===== src/rtl/memmap_pkg.sv =====
// Constants, types and helpers shared by the memory map control block
package memmap_pkg;

  // ************************************************************
  // Register indexes (byte address is four times the index)
  // ************************************************************
  localparam logic [13:0] IDX_FLASH_CTRL_ONE    = 14'h0fd0;
  localparam logic [13:0] IDX_FLASH_CTRL_COMMIT = 14'h0fd1;
  localparam logic [13:0] IDX_RAM_MAP_CONTROL   = 14'h0fde;
  localparam logic [13:0] IDX_MAP_COMMIT_KEY    = 14'h0fdf;
  localparam logic [13:0] IDX_RESET_STATUS      = 14'h0fe0;
  localparam logic [13:0] IDX_SHADOW_VIEW       = 14'h0fe1;

  // ************************************************************
  // Key codes, field positions and reset values
  // ************************************************************
  localparam logic [7:0] KEY_MAP_COMMIT   = 8'hd4;
  localparam logic [7:0] KEY_RST_DISABLE  = 8'hb2;
  localparam logic [7:0] KEY_FLAG_CLEAR   = 8'h71;
  localparam logic [7:0] KEY_FLASH_COMMIT = 8'hd5;
  localparam int         RMC_RST_DIS_BIT  = 0;
  localparam int         RMC_RAM_CODE_BIT = 1;
  localparam int         RMC_VEC_BIT      = 2;
  localparam int         FC1_BOOT_BIT     = 3;
  localparam int         IRS_FLAG_CLR_BIT = 0;
  localparam logic [7:0] RMC_RESET        = 8'h00;
  localparam logic [7:0] FC1_RESET        = 8'h40;
  localparam logic [7:0] IRS_RESET        = 8'h00;
  localparam logic [1:0] RESP_OKAY        = 2'h0;
  localparam logic [1:0] RESP_SLVERR      = 2'h2;

  // ************************************************************
  // Address windows
  // ************************************************************
  localparam logic [15:0] SFR1_LO  = 16'h0000;
  localparam logic [15:0] SFR1_HI  = 16'h003f;
  localparam logic [15:0] RAM_LO   = 16'h0040;
  localparam logic [15:0] RAM_HI   = 16'h083f;
  localparam logic [15:0] SFR3_LO  = 16'h0e40;
  localparam logic [15:0] SFR3_HI  = 16'h0eff;
  localparam logic [15:0] SFR2_LO  = 16'h0f00;
  localparam logic [15:0] SFR2_HI  = 16'h0fff;
  localparam logic [15:0] BOOT_LO  = 16'h1000;
  localparam logic [15:0] BOOT_HI  = 16'h17ff;
  localparam logic [15:0] FLASH_LO = 16'h8000;
  localparam logic [15:0] VCALL_LO = 16'hffa0;
  localparam logic [15:0] VCALL_HI = 16'hffbf;
  localparam logic [15:0] VINT_LO  = 16'hffcc;
  localparam logic [15:0] VINT_HI  = 16'hfffd;
  localparam logic [7:0]  VEC_RAM_PAGE = 8'h01;

  // ************************************************************
  // Types
  // ************************************************************
  typedef enum logic [5:0] {
    TGT_NONE  = 6'h01,
    TGT_RAM   = 6'h02,
    TGT_BOOT  = 6'h04,
    TGT_FLASH = 6'h08,
    TGT_SFR   = 6'h10,
    TGT_SWI   = 6'h20
  } target_e;

  typedef struct packed {
    target_e     target;
    logic [15:0] addr;
  } map_hit_s;

  typedef struct packed {
    logic ram_code;
    logic vec_reloc;
    logic boot_map;
    logic serial_mode;
  } map_cfg_s;

  function automatic logic in_range(input logic [15:0] a,
                                    input logic [15:0] lo,
                                    input logic [15:0] hi);
    in_range = (a >= lo) && (a <= hi);
  endfunction

endpackage


===== src/rtl/code_map_decode.sv =====
// Code area decoder: target memory and translated fetch address
`timescale 1ns/1ps
module code_map_decode
  import memmap_pkg::*;
#(
  parameter logic [15:0] FLASH_BASE     = FLASH_LO,
  parameter logic [15:0] BOOT_SERIAL_HI = 16'h1fff
)(
  input  wire logic [15:0] addr,
  input  wire map_cfg_s    cfg,
  output map_hit_s         hit
);
  logic [15:0] boot_top;

  always_comb
  begin
    boot_top   = cfg.serial_mode ? BOOT_SERIAL_HI : BOOT_HI;
    hit.addr   = addr;
    hit.target = TGT_NONE;
    // Reset vector stays outside both tables, never relocated
    if (cfg.vec_reloc && (in_range(addr, VCALL_LO, VCALL_HI) ||
                          in_range(addr, VINT_LO, VINT_HI)))
    begin
      hit.addr   = {VEC_RAM_PAGE, addr[7:0]};
      hit.target = TGT_RAM;
    end
    else if (in_range(addr, RAM_LO, RAM_HI))
      hit.target = (cfg.ram_code || cfg.serial_mode) ? TGT_RAM
                                                     : TGT_SWI;
    else if (in_range(addr, BOOT_LO, boot_top))
    begin
      if (cfg.boot_map)
        hit.target = TGT_BOOT;
      else
        hit.target = (addr >= FLASH_BASE) ? TGT_FLASH : TGT_SWI;
    end
    else if (addr >= FLASH_BASE)
      hit.target = TGT_FLASH;
  end
endmodule


===== src/rtl/data_map_decode.sv =====
// Data area decoder: register windows, RAM, boot ROM and Flash
`timescale 1ns/1ps
module data_map_decode
  import memmap_pkg::*;
#(
  parameter logic [15:0] FLASH_BASE     = FLASH_LO,
  parameter logic [15:0] BOOT_SERIAL_HI = 16'h1fff
)(
  input  wire logic [15:0] addr,
  input  wire map_cfg_s    cfg,
  output map_hit_s         hit
);
  logic [15:0] boot_top;

  always_comb
  begin
    boot_top   = cfg.serial_mode ? BOOT_SERIAL_HI : BOOT_HI;
    hit.addr   = addr;
    hit.target = TGT_NONE;
    if (in_range(addr, SFR1_LO, SFR1_HI) ||
        in_range(addr, SFR3_LO, SFR3_HI) ||
        in_range(addr, SFR2_LO, SFR2_HI))
      hit.target = TGT_SFR;
    else if (in_range(addr, RAM_LO, RAM_HI))
      hit.target = TGT_RAM;
    else if (cfg.boot_map && in_range(addr, BOOT_LO, boot_top))
      hit.target = TGT_BOOT;
    else if (addr >= FLASH_BASE)
      hit.target = TGT_FLASH;
  end
endmodule


===== src/rtl/memory_map_remap_control.sv =====
// Memory map remap control: key-committed map settings and decoders
//
// Functional notes
// - Data RAM window decoded from reset
// - Committed flag maps RAM into code area
// - Map bits take effect only on key
// - Unmapped code RAM window fetches trap opcode
// - Serial programming forces RAM into code
// - Unrelocated vectors come from top table
// - Relocated vectors come from RAM page
// - Reset vector never relocated
// - Key commits reset source disable
// - Key commits reset flag clear control
// - Key write-only; reads return commit status
// - Status shows effective map bits, zeros above
// - Boot ROM hidden after reset
// - Committed boot flag maps boot ROM window
// - Flash control write lands in holding copy
// - Working flash control copy readable separately
// - Only first boot ROM block outside serial
// - Hidden boot window fetch gives Flash or trap
// - Code Flash window decoded from reset
// - Data register windows decoded from reset
// - Code and data areas decoded independently
`timescale 1ns/1ps
module memory_map_remap_control
  import memmap_pkg::*;
#(
  parameter logic [15:0] FLASH_BASE     = FLASH_LO,
  parameter logic [15:0] BOOT_SERIAL_HI = 16'h1fff
)(
  input  wire logic        aclk,
  input  wire logic        aresetn,
  input  wire logic [15:0] awaddr,
  input  wire logic        awvalid,
  output logic             awready,
  input  wire logic [31:0] wdata,
  input  wire logic [3:0]  wstrb,
  input  wire logic        wvalid,
  output logic             wready,
  output logic [1:0]       bresp,
  output logic             bvalid,
  input  wire logic        bready,
  input  wire logic [15:0] araddr,
  input  wire logic        arvalid,
  output logic             arready,
  output logic [31:0]      rdata,
  output logic [1:0]       rresp,
  output logic             rvalid,
  input  wire logic        rready,
  input  wire logic        serial_prog_mode,
  input  wire logic [15:0] code_addr,
  output map_hit_s         code_hit,
  input  wire logic [15:0] data_addr,
  output map_hit_s         data_hit,
  output logic             reset_source_disable,
  output logic             reset_flag_clear
);

  // ************************************************************
  // Register state
  // ************************************************************
  logic [2:0]  ram_map_control;
  logic [2:0]  next_ram_map_control;
  logic        ram_code_map_state;
  logic        next_ram_code_map_state;
  logic        vector_relocate_state;
  logic        next_vector_relocate_state;
  logic        next_reset_source_disable;
  logic        internal_reset_status;
  logic        next_internal_reset_status;
  logic        next_reset_flag_clear;
  logic [7:0]  flash_ctrl_one;
  logic [7:0]  next_flash_ctrl_one;
  logic [7:0]  flash_ctrl_shadow_view;
  logic [7:0]  next_flash_ctrl_shadow_view;

  // ************************************************************
  // Bus channel state
  // ************************************************************
  logic        next_bvalid;
  logic [1:0]  next_bresp;
  logic        next_rvalid;
  logic [1:0]  next_rresp;
  logic [31:0] next_rdata;
  logic        wr_fire;
  logic        rd_fire;
  logic [13:0] wr_idx;
  logic [13:0] rd_idx;
  logic        wr_ok;
  logic        rd_ok;
  logic        wr_byte;
  logic [7:0]  wbyte;
  logic [7:0]  map_commit_status;
  map_cfg_s    cfg;

  function automatic logic reg_known(input logic [13:0] idx);
    reg_known = (idx == IDX_FLASH_CTRL_ONE) ||
                (idx == IDX_FLASH_CTRL_COMMIT) ||
                (idx == IDX_RAM_MAP_CONTROL) ||
                (idx == IDX_MAP_COMMIT_KEY) ||
                (idx == IDX_RESET_STATUS) ||
                (idx == IDX_SHADOW_VIEW);
  endfunction

  // ************************************************************
  // Handshakes
  // ************************************************************
  // Address and data are taken together so a write is never split
  assign wr_fire = awvalid && wvalid && !bvalid;
  assign awready = wr_fire;
  assign wready  = wr_fire;
  assign rd_fire = arvalid && !rvalid;
  assign arready = !rvalid;
  assign wr_idx  = awaddr[15:2];
  assign rd_idx  = araddr[15:2];
  assign wr_ok   = (awaddr[1:0] == 2'h0) && reg_known(wr_idx);
  assign rd_ok   = (araddr[1:0] == 2'h0) && reg_known(rd_idx);
  assign wr_byte = wr_fire && wr_ok && wstrb[0];
  assign wbyte   = wdata[7:0];

  assign map_commit_status = {5'h00, vector_relocate_state,
                              ram_code_map_state,
                              reset_source_disable};

  // ************************************************************
  // Configuration registers and key commits
  // ************************************************************
  always_comb
  begin
    next_ram_map_control        = ram_map_control;
    next_ram_code_map_state     = ram_code_map_state;
    next_vector_relocate_state  = vector_relocate_state;
    next_reset_source_disable   = reset_source_disable;
    next_internal_reset_status  = internal_reset_status;
    next_reset_flag_clear       = reset_flag_clear;
    next_flash_ctrl_one         = flash_ctrl_one;
    next_flash_ctrl_shadow_view = flash_ctrl_shadow_view;
    if (wr_byte)
    begin
      if (wr_idx == IDX_RAM_MAP_CONTROL)
        next_ram_map_control = wbyte[2:0];
      else if (wr_idx == IDX_RESET_STATUS)
        next_internal_reset_status = wbyte[IRS_FLAG_CLR_BIT];
      else if (wr_idx == IDX_FLASH_CTRL_ONE)
        next_flash_ctrl_one = wbyte;
      else if (wr_idx == IDX_FLASH_CTRL_COMMIT)
      begin
        if (wbyte == KEY_FLASH_COMMIT)
          next_flash_ctrl_shadow_view = flash_ctrl_one;
      end
      else if (wr_idx == IDX_MAP_COMMIT_KEY)
      begin
        // Any other byte leaves every committed setting alone
        if (wbyte == KEY_MAP_COMMIT)
        begin
          next_ram_code_map_state =
            ram_map_control[RMC_RAM_CODE_BIT];
          next_vector_relocate_state =
            ram_map_control[RMC_VEC_BIT];
        end
        else if (wbyte == KEY_RST_DISABLE)
          next_reset_source_disable =
            ram_map_control[RMC_RST_DIS_BIT];
        else if (wbyte == KEY_FLAG_CLEAR)
          next_reset_flag_clear = internal_reset_status;
      end
    end
  end

  always_ff @(posedge aclk)
  begin
    if (!aresetn)
    begin
      ram_map_control        <= RMC_RESET[2:0];
      ram_code_map_state     <= RMC_RESET[RMC_RAM_CODE_BIT];
      vector_relocate_state  <= RMC_RESET[RMC_VEC_BIT];
      reset_source_disable   <= RMC_RESET[RMC_RST_DIS_BIT];
      internal_reset_status  <= IRS_RESET[IRS_FLAG_CLR_BIT];
      reset_flag_clear       <= IRS_RESET[IRS_FLAG_CLR_BIT];
      flash_ctrl_one         <= FC1_RESET;
      flash_ctrl_shadow_view <= FC1_RESET;
    end
    else
    begin
      ram_map_control        <= next_ram_map_control;
      ram_code_map_state     <= next_ram_code_map_state;
      vector_relocate_state  <= next_vector_relocate_state;
      reset_source_disable   <= next_reset_source_disable;
      internal_reset_status  <= next_internal_reset_status;
      reset_flag_clear       <= next_reset_flag_clear;
      flash_ctrl_one         <= next_flash_ctrl_one;
      flash_ctrl_shadow_view <= next_flash_ctrl_shadow_view;
    end
  end

  // ************************************************************
  // Write response and read data
  // ************************************************************
  always_comb
  begin
    next_bvalid = bvalid;
    next_bresp  = bresp;
    next_rvalid = rvalid;
    next_rresp  = rresp;
    next_rdata  = rdata;
    if (bvalid && bready)
      next_bvalid = 1'b0;
    if (wr_fire)
    begin
      next_bvalid = 1'b1;
      next_bresp  = wr_ok ? RESP_OKAY : RESP_SLVERR;
    end
    if (rvalid && rready)
      next_rvalid = 1'b0;
    if (rd_fire)
    begin
      next_rvalid = 1'b1;
      next_rresp  = rd_ok ? RESP_OKAY : RESP_SLVERR;
      next_rdata  = 32'h0000_0000;
      if (rd_idx == IDX_RAM_MAP_CONTROL)
        next_rdata[2:0] = ram_map_control;
      else if (rd_idx == IDX_MAP_COMMIT_KEY)
        next_rdata[7:0] = map_commit_status;
      else if (rd_idx == IDX_FLASH_CTRL_ONE)
        next_rdata[7:0] = flash_ctrl_one;
      else if (rd_idx == IDX_SHADOW_VIEW)
        next_rdata[7:0] = flash_ctrl_shadow_view;
      else if (rd_idx == IDX_RESET_STATUS)
        next_rdata[IRS_FLAG_CLR_BIT] = internal_reset_status;
    end
  end

  always_ff @(posedge aclk)
  begin
    if (!aresetn)
    begin
      bvalid <= 1'b0;
      bresp  <= RESP_OKAY;
      rvalid <= 1'b0;
      rresp  <= RESP_OKAY;
      rdata  <= 32'h0000_0000;
    end
    else
    begin
      bvalid <= next_bvalid;
      bresp  <= next_bresp;
      rvalid <= next_rvalid;
      rresp  <= next_rresp;
      rdata  <= next_rdata;
    end
  end

  // ************************************************************
  // Address decoders
  // ************************************************************
  // Two decoders so fetch and data never share a path
  assign cfg.ram_code    = ram_code_map_state;
  assign cfg.vec_reloc   = vector_relocate_state;
  assign cfg.boot_map    = flash_ctrl_shadow_view[FC1_BOOT_BIT];
  assign cfg.serial_mode = serial_prog_mode;

  code_map_decode #(
    .FLASH_BASE     (FLASH_BASE),
    .BOOT_SERIAL_HI (BOOT_SERIAL_HI)
  ) u_code (
    .addr (code_addr),
    .cfg  (cfg),
    .hit  (code_hit)
  );

  data_map_decode #(
    .FLASH_BASE     (FLASH_BASE),
    .BOOT_SERIAL_HI (BOOT_SERIAL_HI)
  ) u_data (
    .addr (data_addr),
    .cfg  (cfg),
    .hit  (data_hit)
  );
endmodule


===== config.mk =====
export PLATFORM = sky130hd
export DESIGN_NAME = memory_map_remap_control
export DESIGN_NICKNAME = d
export VERILOG_FILES = /design/src/rtl/memmap_pkg.sv /design/src/rtl/code_map_decode.sv /design/src/rtl/data_map_decode.sv /design/src/rtl/memory_map_remap_control.sv
export SDC_FILE = /design/constraint.sdc
export NUM_CORES = 1
export LEC_CHECK = 0
export ABC_AREA = 1
export BUFFER_PORTS_ARGS = -buffer_cell sky130_fd_sc_hd__buf_2
export CAP_MARGIN = 20
export CORE_MARGIN = 10
export CORE_UTILIZATION = 43
export CTS_CLUSTER_SIZE = 10
export DETAILED_ROUTE_END_ITERATION = 7
export PLACE_DENSITY = 0.82
export SLEW_MARGIN = 10
export SYNTH_ARGS = -nofsm -noshare
export SYNTH_HDL_FRONTEND = slang
export SYNTH_SLANG_ARGS = --single-unit

===== constraint.sdc =====
create_clock -name aclk -period 1.7 [get_ports aclk]
set_input_delay 0.17 -clock aclk [delete_from_list [all_inputs] [get_ports aclk]]
set_output_delay 0.17 -clock aclk [all_outputs]
set_load 0.005 [all_outputs]

==> reports/results.ini, run 1 <==
[sta]
final_hold_viol_count=0
fmax_mhz=590.7
fin_tns_setup_ns=0
min_period_ns=1.693
fin_crit_sh_pct=99.59
clock_skew_ns=0.009746
setup_violations=0
holdWs_ns=0.1194
maxSlewViolCount=0
rsz0062_at_grt=true

[critical_path]
cp_data_required_time_ns=1.53
start_kind=flop
critical_path_class=reg2out
end_kind=output port
critical_path_arrival_ns=1.52
critPathMaxFanout=8

[floorplanning]
die_w_um=101.9
initial_utilization_pct=44.91
die_area_um2=10380
io_pins=195
core_um2=6422
die_y_um=101.9
num_rows=29

[yosys]
ys_types=39
avgSynthCellArea_um2=6.270
yosysSeqAreaShare_pct=24.99
async_flop_share_pct=0
yosys-top-cells-area=dfxtp_1, buf_4, nor2_1
yosys.area.top_type_share_pct=24.99
synth_edf_count=0
yosys_warnings=0
synth-seq-cells=36
ys.flop_type=dfxtp_1
syn_inst=460
yosysTopAreaCell=dfxtp_1
synth_area_um2=2884

[placement]
gp_congestion=0.8767
dp_hpwl_mm=7.627
numPortBuffers=139

[global_routing]
grt-ovfl-total=0
grt_max_degree=20
first_global_vias=3072
antenna_found_initial=0
grt_usage_pct=15.97
grt_pass1_wl_mm=13.94

[finish]
final_common_cell=buf_2
area_delta_synth_final_pct=26.59
antenna_cells=0
final_net_count=698
drive_above_1_share_pct=33.62
multiInputGateArea_um2=1647
most-common-layout-cells=buf_2, nor2_1, nand2_1
nFillCells=607
seq_area_um2=721.9

[drt]
wl_per_cell_um=14.21
routed_wirelength_mm=9.464
firstDrtPassIters=4
via_per_inst=4.932
drc=0
ant_nets=0
drt-initial-drc-count=210
via_count=3285

[power]
switching_share_pct=27.62
max-vdd-ir-drop_uv=476.0
p_int_mw=1.453
seq_power_share_pct=42.7
power.total_mw=2.008
clkPwrFrac_pct=38.7
p_sw_uw=554.7
p_per_area_nw_per_um2=550.0
power_frac_comb_pct=18.6
p_leak_nw=1.966

[clock_network]
cts_hold_buf=0
clock-sinks=36
cts_tree=yes
clkLatencyLatePin_ns=0.29
cts_inserted_buffers=5
root_buffer=clkbuf_8
clock_path_buffers=2
clk_pin_slew_ns=0.08
htree_levels=2

[status]
status=completed

[run]
max_cap_violations=0

[worst_hold_path]
hp-class=in2reg

[state kept, by name, summed over array words and instances (netlist names), 3 cells and up]
register                flops
flash_ctrl_one              8
flash_ctrl_shadow_view      8
rdata                       8
ram_map_control             3
[worst paths after layout]
check | startpoint | slack, ns | depth (start not counted) | end
worst min register to register | rdata[7] | 0.46 | 2 | rdata[7]
worst max-delay path | vector_relocate_state | 0.007 | 7 | code_hit[19]
worst min-delay path | wdata[4] | 0.12 | 3 | flash_ctrl_one[4]
worst max register to register | bvalid | 0.10 | 8 | flash_ctrl_shadow_view[0]
[layout make-up]
cell class,count,share of cell area (%)
Multi-Input combinational cell,327,45.10
Timing Repair Buffer,154,22.76
Tap cell,77,2.639
Clock inverter,3,1.268
Sequential cell,36,19.77
Clock buffer,5,1.885
Inverter,64,6.580
[cells in the mapped netlist, types with 2 or more instances]
master and count:
nand2_1 72, dfxtp_1 36, nand3_2 3, o211ai_1 2
nor3_1 20, nor4_1 4, nand4_1 11, buf_4 53
inv_2 3, nand2_2 2, o21ai_0 22, clkbuf_1 6
nor2_1 83, nand3_1 28, inv_1 61, o21bai_1 7
a21oi_1 22, ha_1 2, nor2_2 3
[through the flow]
| stage | worst slack (ns) | instance area [um2] | utilization [%] | std cells |
|---|---|---|---|---|
| finish | 0.007010 | 3651 | 56.85 | 666 |
| global route | -0.1119 | 3651 | 56.85 | 666 |
| CTS | -0.06921 | 3552 | 55.31 | 661 |
| detailed placement | -0.003275 | 3428 | 53.38 | 652 |
| global placement | 0.03453 | 3428 | 53.38 | 652 |
| floorplan | 0.2044 | 2985 | - | 487 |
[cell families after synthesis]
group,after synthesis,synth area share [%]
buffers and inverters,125,23.47
other,1,0.1300
AND/OR/NAND/NOR,236,38.44
flip-flops,36,24.99
AO/OA/AOI/OAI,60,12.10
adder cells (fa/ha/maj),2,0.8675
[power by group through the flow]
stage / sequential [mW] / clock (mW) / combinational [mW]
5_1_grt: 0.858 / 0.828 / 0.418
3_5_place_dp: 0.876 / 0 / 0.354
2_1_floorplan: 0.877 / 0 / 0.224
6_report: 0.857 / 0.778 / 0.374
3_3_place_gp: 0.876 / 0 / 0.345
4_1_cts: 0.856 / 0.784 / 0.356
[worst max-delay path, cell delays in order (launching register included)]
cell and delay [ns]:
dfxtp_2 0.34, inv_2 0.05, nor4_2 0.15, nand2_1 0.11, a211oi_2 0.22, buf_4 0.20
nor2_1 0.05, buf_2 0.13
[per-layer routing]
metal / part of all wire [%] / routed length, um / global-route usage, %
met5: 0 / 0 / 0
met4: 2.0 / 187 / 3.579
met3: 10 / 984 / 4.993
met2: 52 / 4968 / 30.72
met1: 35 / 3324 / 16.51
[repair_timing]
action,4_1_cts,5_1_grt
gates cloned,0,1
buffers inserted,1,4
setup endpoints to repair,10,14
pin swaps,4,11
resized for setup,2,14
No activity file was read; power rests on OpenSTA's default activity.
==> run 2, diff against run 1 <==
==> constraint.sdc (replaced) <==
create_clock -name aclk -period 1.7 [get_ports aclk]
set_input_delay 0.255 -clock aclk [delete_from_list [all_inputs] [get_ports aclk]]
set_output_delay 0.255 -clock aclk [all_outputs]
set_load 0.005 [all_outputs]
==> run 2 against run 1 <==
The run now ends with negative setup slack left. Total power up 0.47%. Final area up 2.1%. Combinational power up 3%. Worst setup slack worse by 0.12 ns. First-iteration DRC count up 10%. Non-clock buffer count up 5. Critical path type is now in2out. Highest routed layer unchanged. Largest cell class unchanged. Sequential power about the same.
==> reports/results.ini, run 2 (synthesis gave the netlist of run 1 again) <==
[placement]
place_ws_ns=-0.1266
dp_hpwl_mm=7.712
placed_area_um2=3481
gp_congestion=0.9077
numPortBuffers=139

[finish]
area_delta_synth_final_pct=29.24
most-common-layout-cells=buf_2, nor2_1, nand2_1
final_common_cell=buf_2
antenna_cells=0
fin_area_um2=3727
final_net_count=702
largest_registers=flash_ctrl_one x8, flash_ctrl_shadow_view x8, rdata x8
drive_above_1_share_pct=34.40
nFillCells=595

[critical_path]
start_kind=input port
critical_path_buf_inv_count=4
critical_path_class=in2out
path_cells=buf_2 > inv_1 > nor4_1 > nand2_1 > a211oi_2 > buf_4 > nor2_1 > buf_2
critical_path_arrival_ns=1.56
max_stage_delay_ns=0.39
cpMostUsedCell=buf_2
end_kind=output port
cp_top_family=simple AND/OR/NAND/NOR gates
critPathMaxFanout=8
cp_data_required_time_ns=1.44
cpMaxStageDelayCell=nor4_1

[clock_network]
cts_tree=yes
root_buffer=clkbuf_8
clock-sinks=36
htree_levels=2
clk_pin_slew_ns=0.08
clock_path_buffers=2
cts_inserted_buffers=5
clkLatencyLatePin_ns=0.30

[drt]
firstDrtPassIters=5
wl_per_cell_um=13.70
via_per_inst=4.942
drc=0
ant_nets=0
via_count=3311
drt-initial-drc-count=232
routed_wirelength_mm=9.176

[sta]
setup_violations=12
fin_ws_ns=-0.1112
fin_crit_sh_pct=106.5
rsz0062_at_grt=true
final_hold_viol_count=0
fmax_mhz=552.1
min_period_ns=1.811
maxSlewViolCount=0
clock_skew_ns=0.007219

[floorplanning]
die_w_um=101.9
die_y_um=101.9
num_rows=29
initial_utilization_pct=44.91
die_area_um2=10380
io_pins=195
core_um2=6422

[status]
failed_checks=negative setup slack
status=complete, but fails checks

[power]
p_per_area_nw_per_um2=541.3
p_leak_nw=1.998
p_int_mw=1.461
power.total_mw=2.018
switching_share_pct=27.58
seq_power_share_pct=42.4
max-vdd-ir-drop_uv=501.3
p_sw_uw=556.4
power_frac_comb_pct=19.1
clkPwrFrac_pct=38.5

[global_routing]
grt_max_degree=20
grt-ovfl-total=0
grt_usage_pct=15.91
grt_pass1_wl_mm=13.83
first_global_vias=3116
antenna_found_initial=0

[run]
max_cap_violations=0

[worst_hold_path]
hp-class=in2reg

==> run 2: final cells by class <==
type	instances	area [um2]	area share, %
repair buffers	159	894.6	24.00
clock buffers	5	68.82	1.846
well taps	77	96.34	2.585
multi-input cells	326	1654	44.38
flip-flops and latches	36	721.9	19.37
clock inverters	3	46.29	1.242
inverters	64	245.2	6.579
==> run 2: through the flow <==
stage | utilization [%] | std cells | hold WS (ns) | TNS (ns)
after floorplan | - | 487 | 0.3814 | 0
after global placement | 54.20 | 659 | 0.4516 | -0.6078
after detailed placement | 54.20 | 659 | 0.4511 | -2.065
after CTS | 56.48 | 668 | 0.1955 | -1.409
after global routing | 58.04 | 670 | 0.1994 | -1.750
final | 58.04 | 670 | 0.1984 | -1.002
==> run 2: worst register-to-register path: cells and delay by family (launching register included) <==
kind | cells | cell delay, ns
compound gates | 1 | 0.22
buf+inv | 1 | 0.10
flops | 1 | 0.32
simple gates | 5 | 0.82
==> run 2: timing repair <==
item / in CTS / in global routing
pin swaps: 6 / 9
setup buffers: 1 / 2
hold buffers: 0 / 0
gates resized for setup: 6 / 18
endpoints found under the setup margin: 12 / 20
cloned: 0 / 0
hold endpoints to repair: 0 / 0
==> run 2: path summary, 6_finish.rpt <==
check	depth (start not counted)	end	start	slack [ns]
min reg2reg	2	rdata[5]	rdata[5]	0.46
min	3	flash_ctrl_one[4]	wdata[4]	0.20
max reg2reg	7	flash_ctrl_shadow_view[3]	bvalid	0.19
max	8	code_hit[9]	code_addr[12]	-0.11
==> run 2: power by group through the flow <==
stage | Clock [mW] | Sequential, mW | Combinational (mW)
after floorplan | 0 | 0.877 | 0.224
after global placement | 0 | 0.876 | 0.350
after detailed placement | 0 | 0.876 | 0.361
after CTS | 0.793 | 0.856 | 0.367
after global routing | 0.830 | 0.857 | 0.430
final | 0.776 | 0.856 | 0.385
==> run 2: per-layer routing <==
metal	global-route usage [%]	vias up	share of wire, %
li1	-	1660	-
met2	30.82	150	52
met4	4.338	0	1.5
met3	4.791	18	11
met5	0	-	0
met1	16.09	1483	36
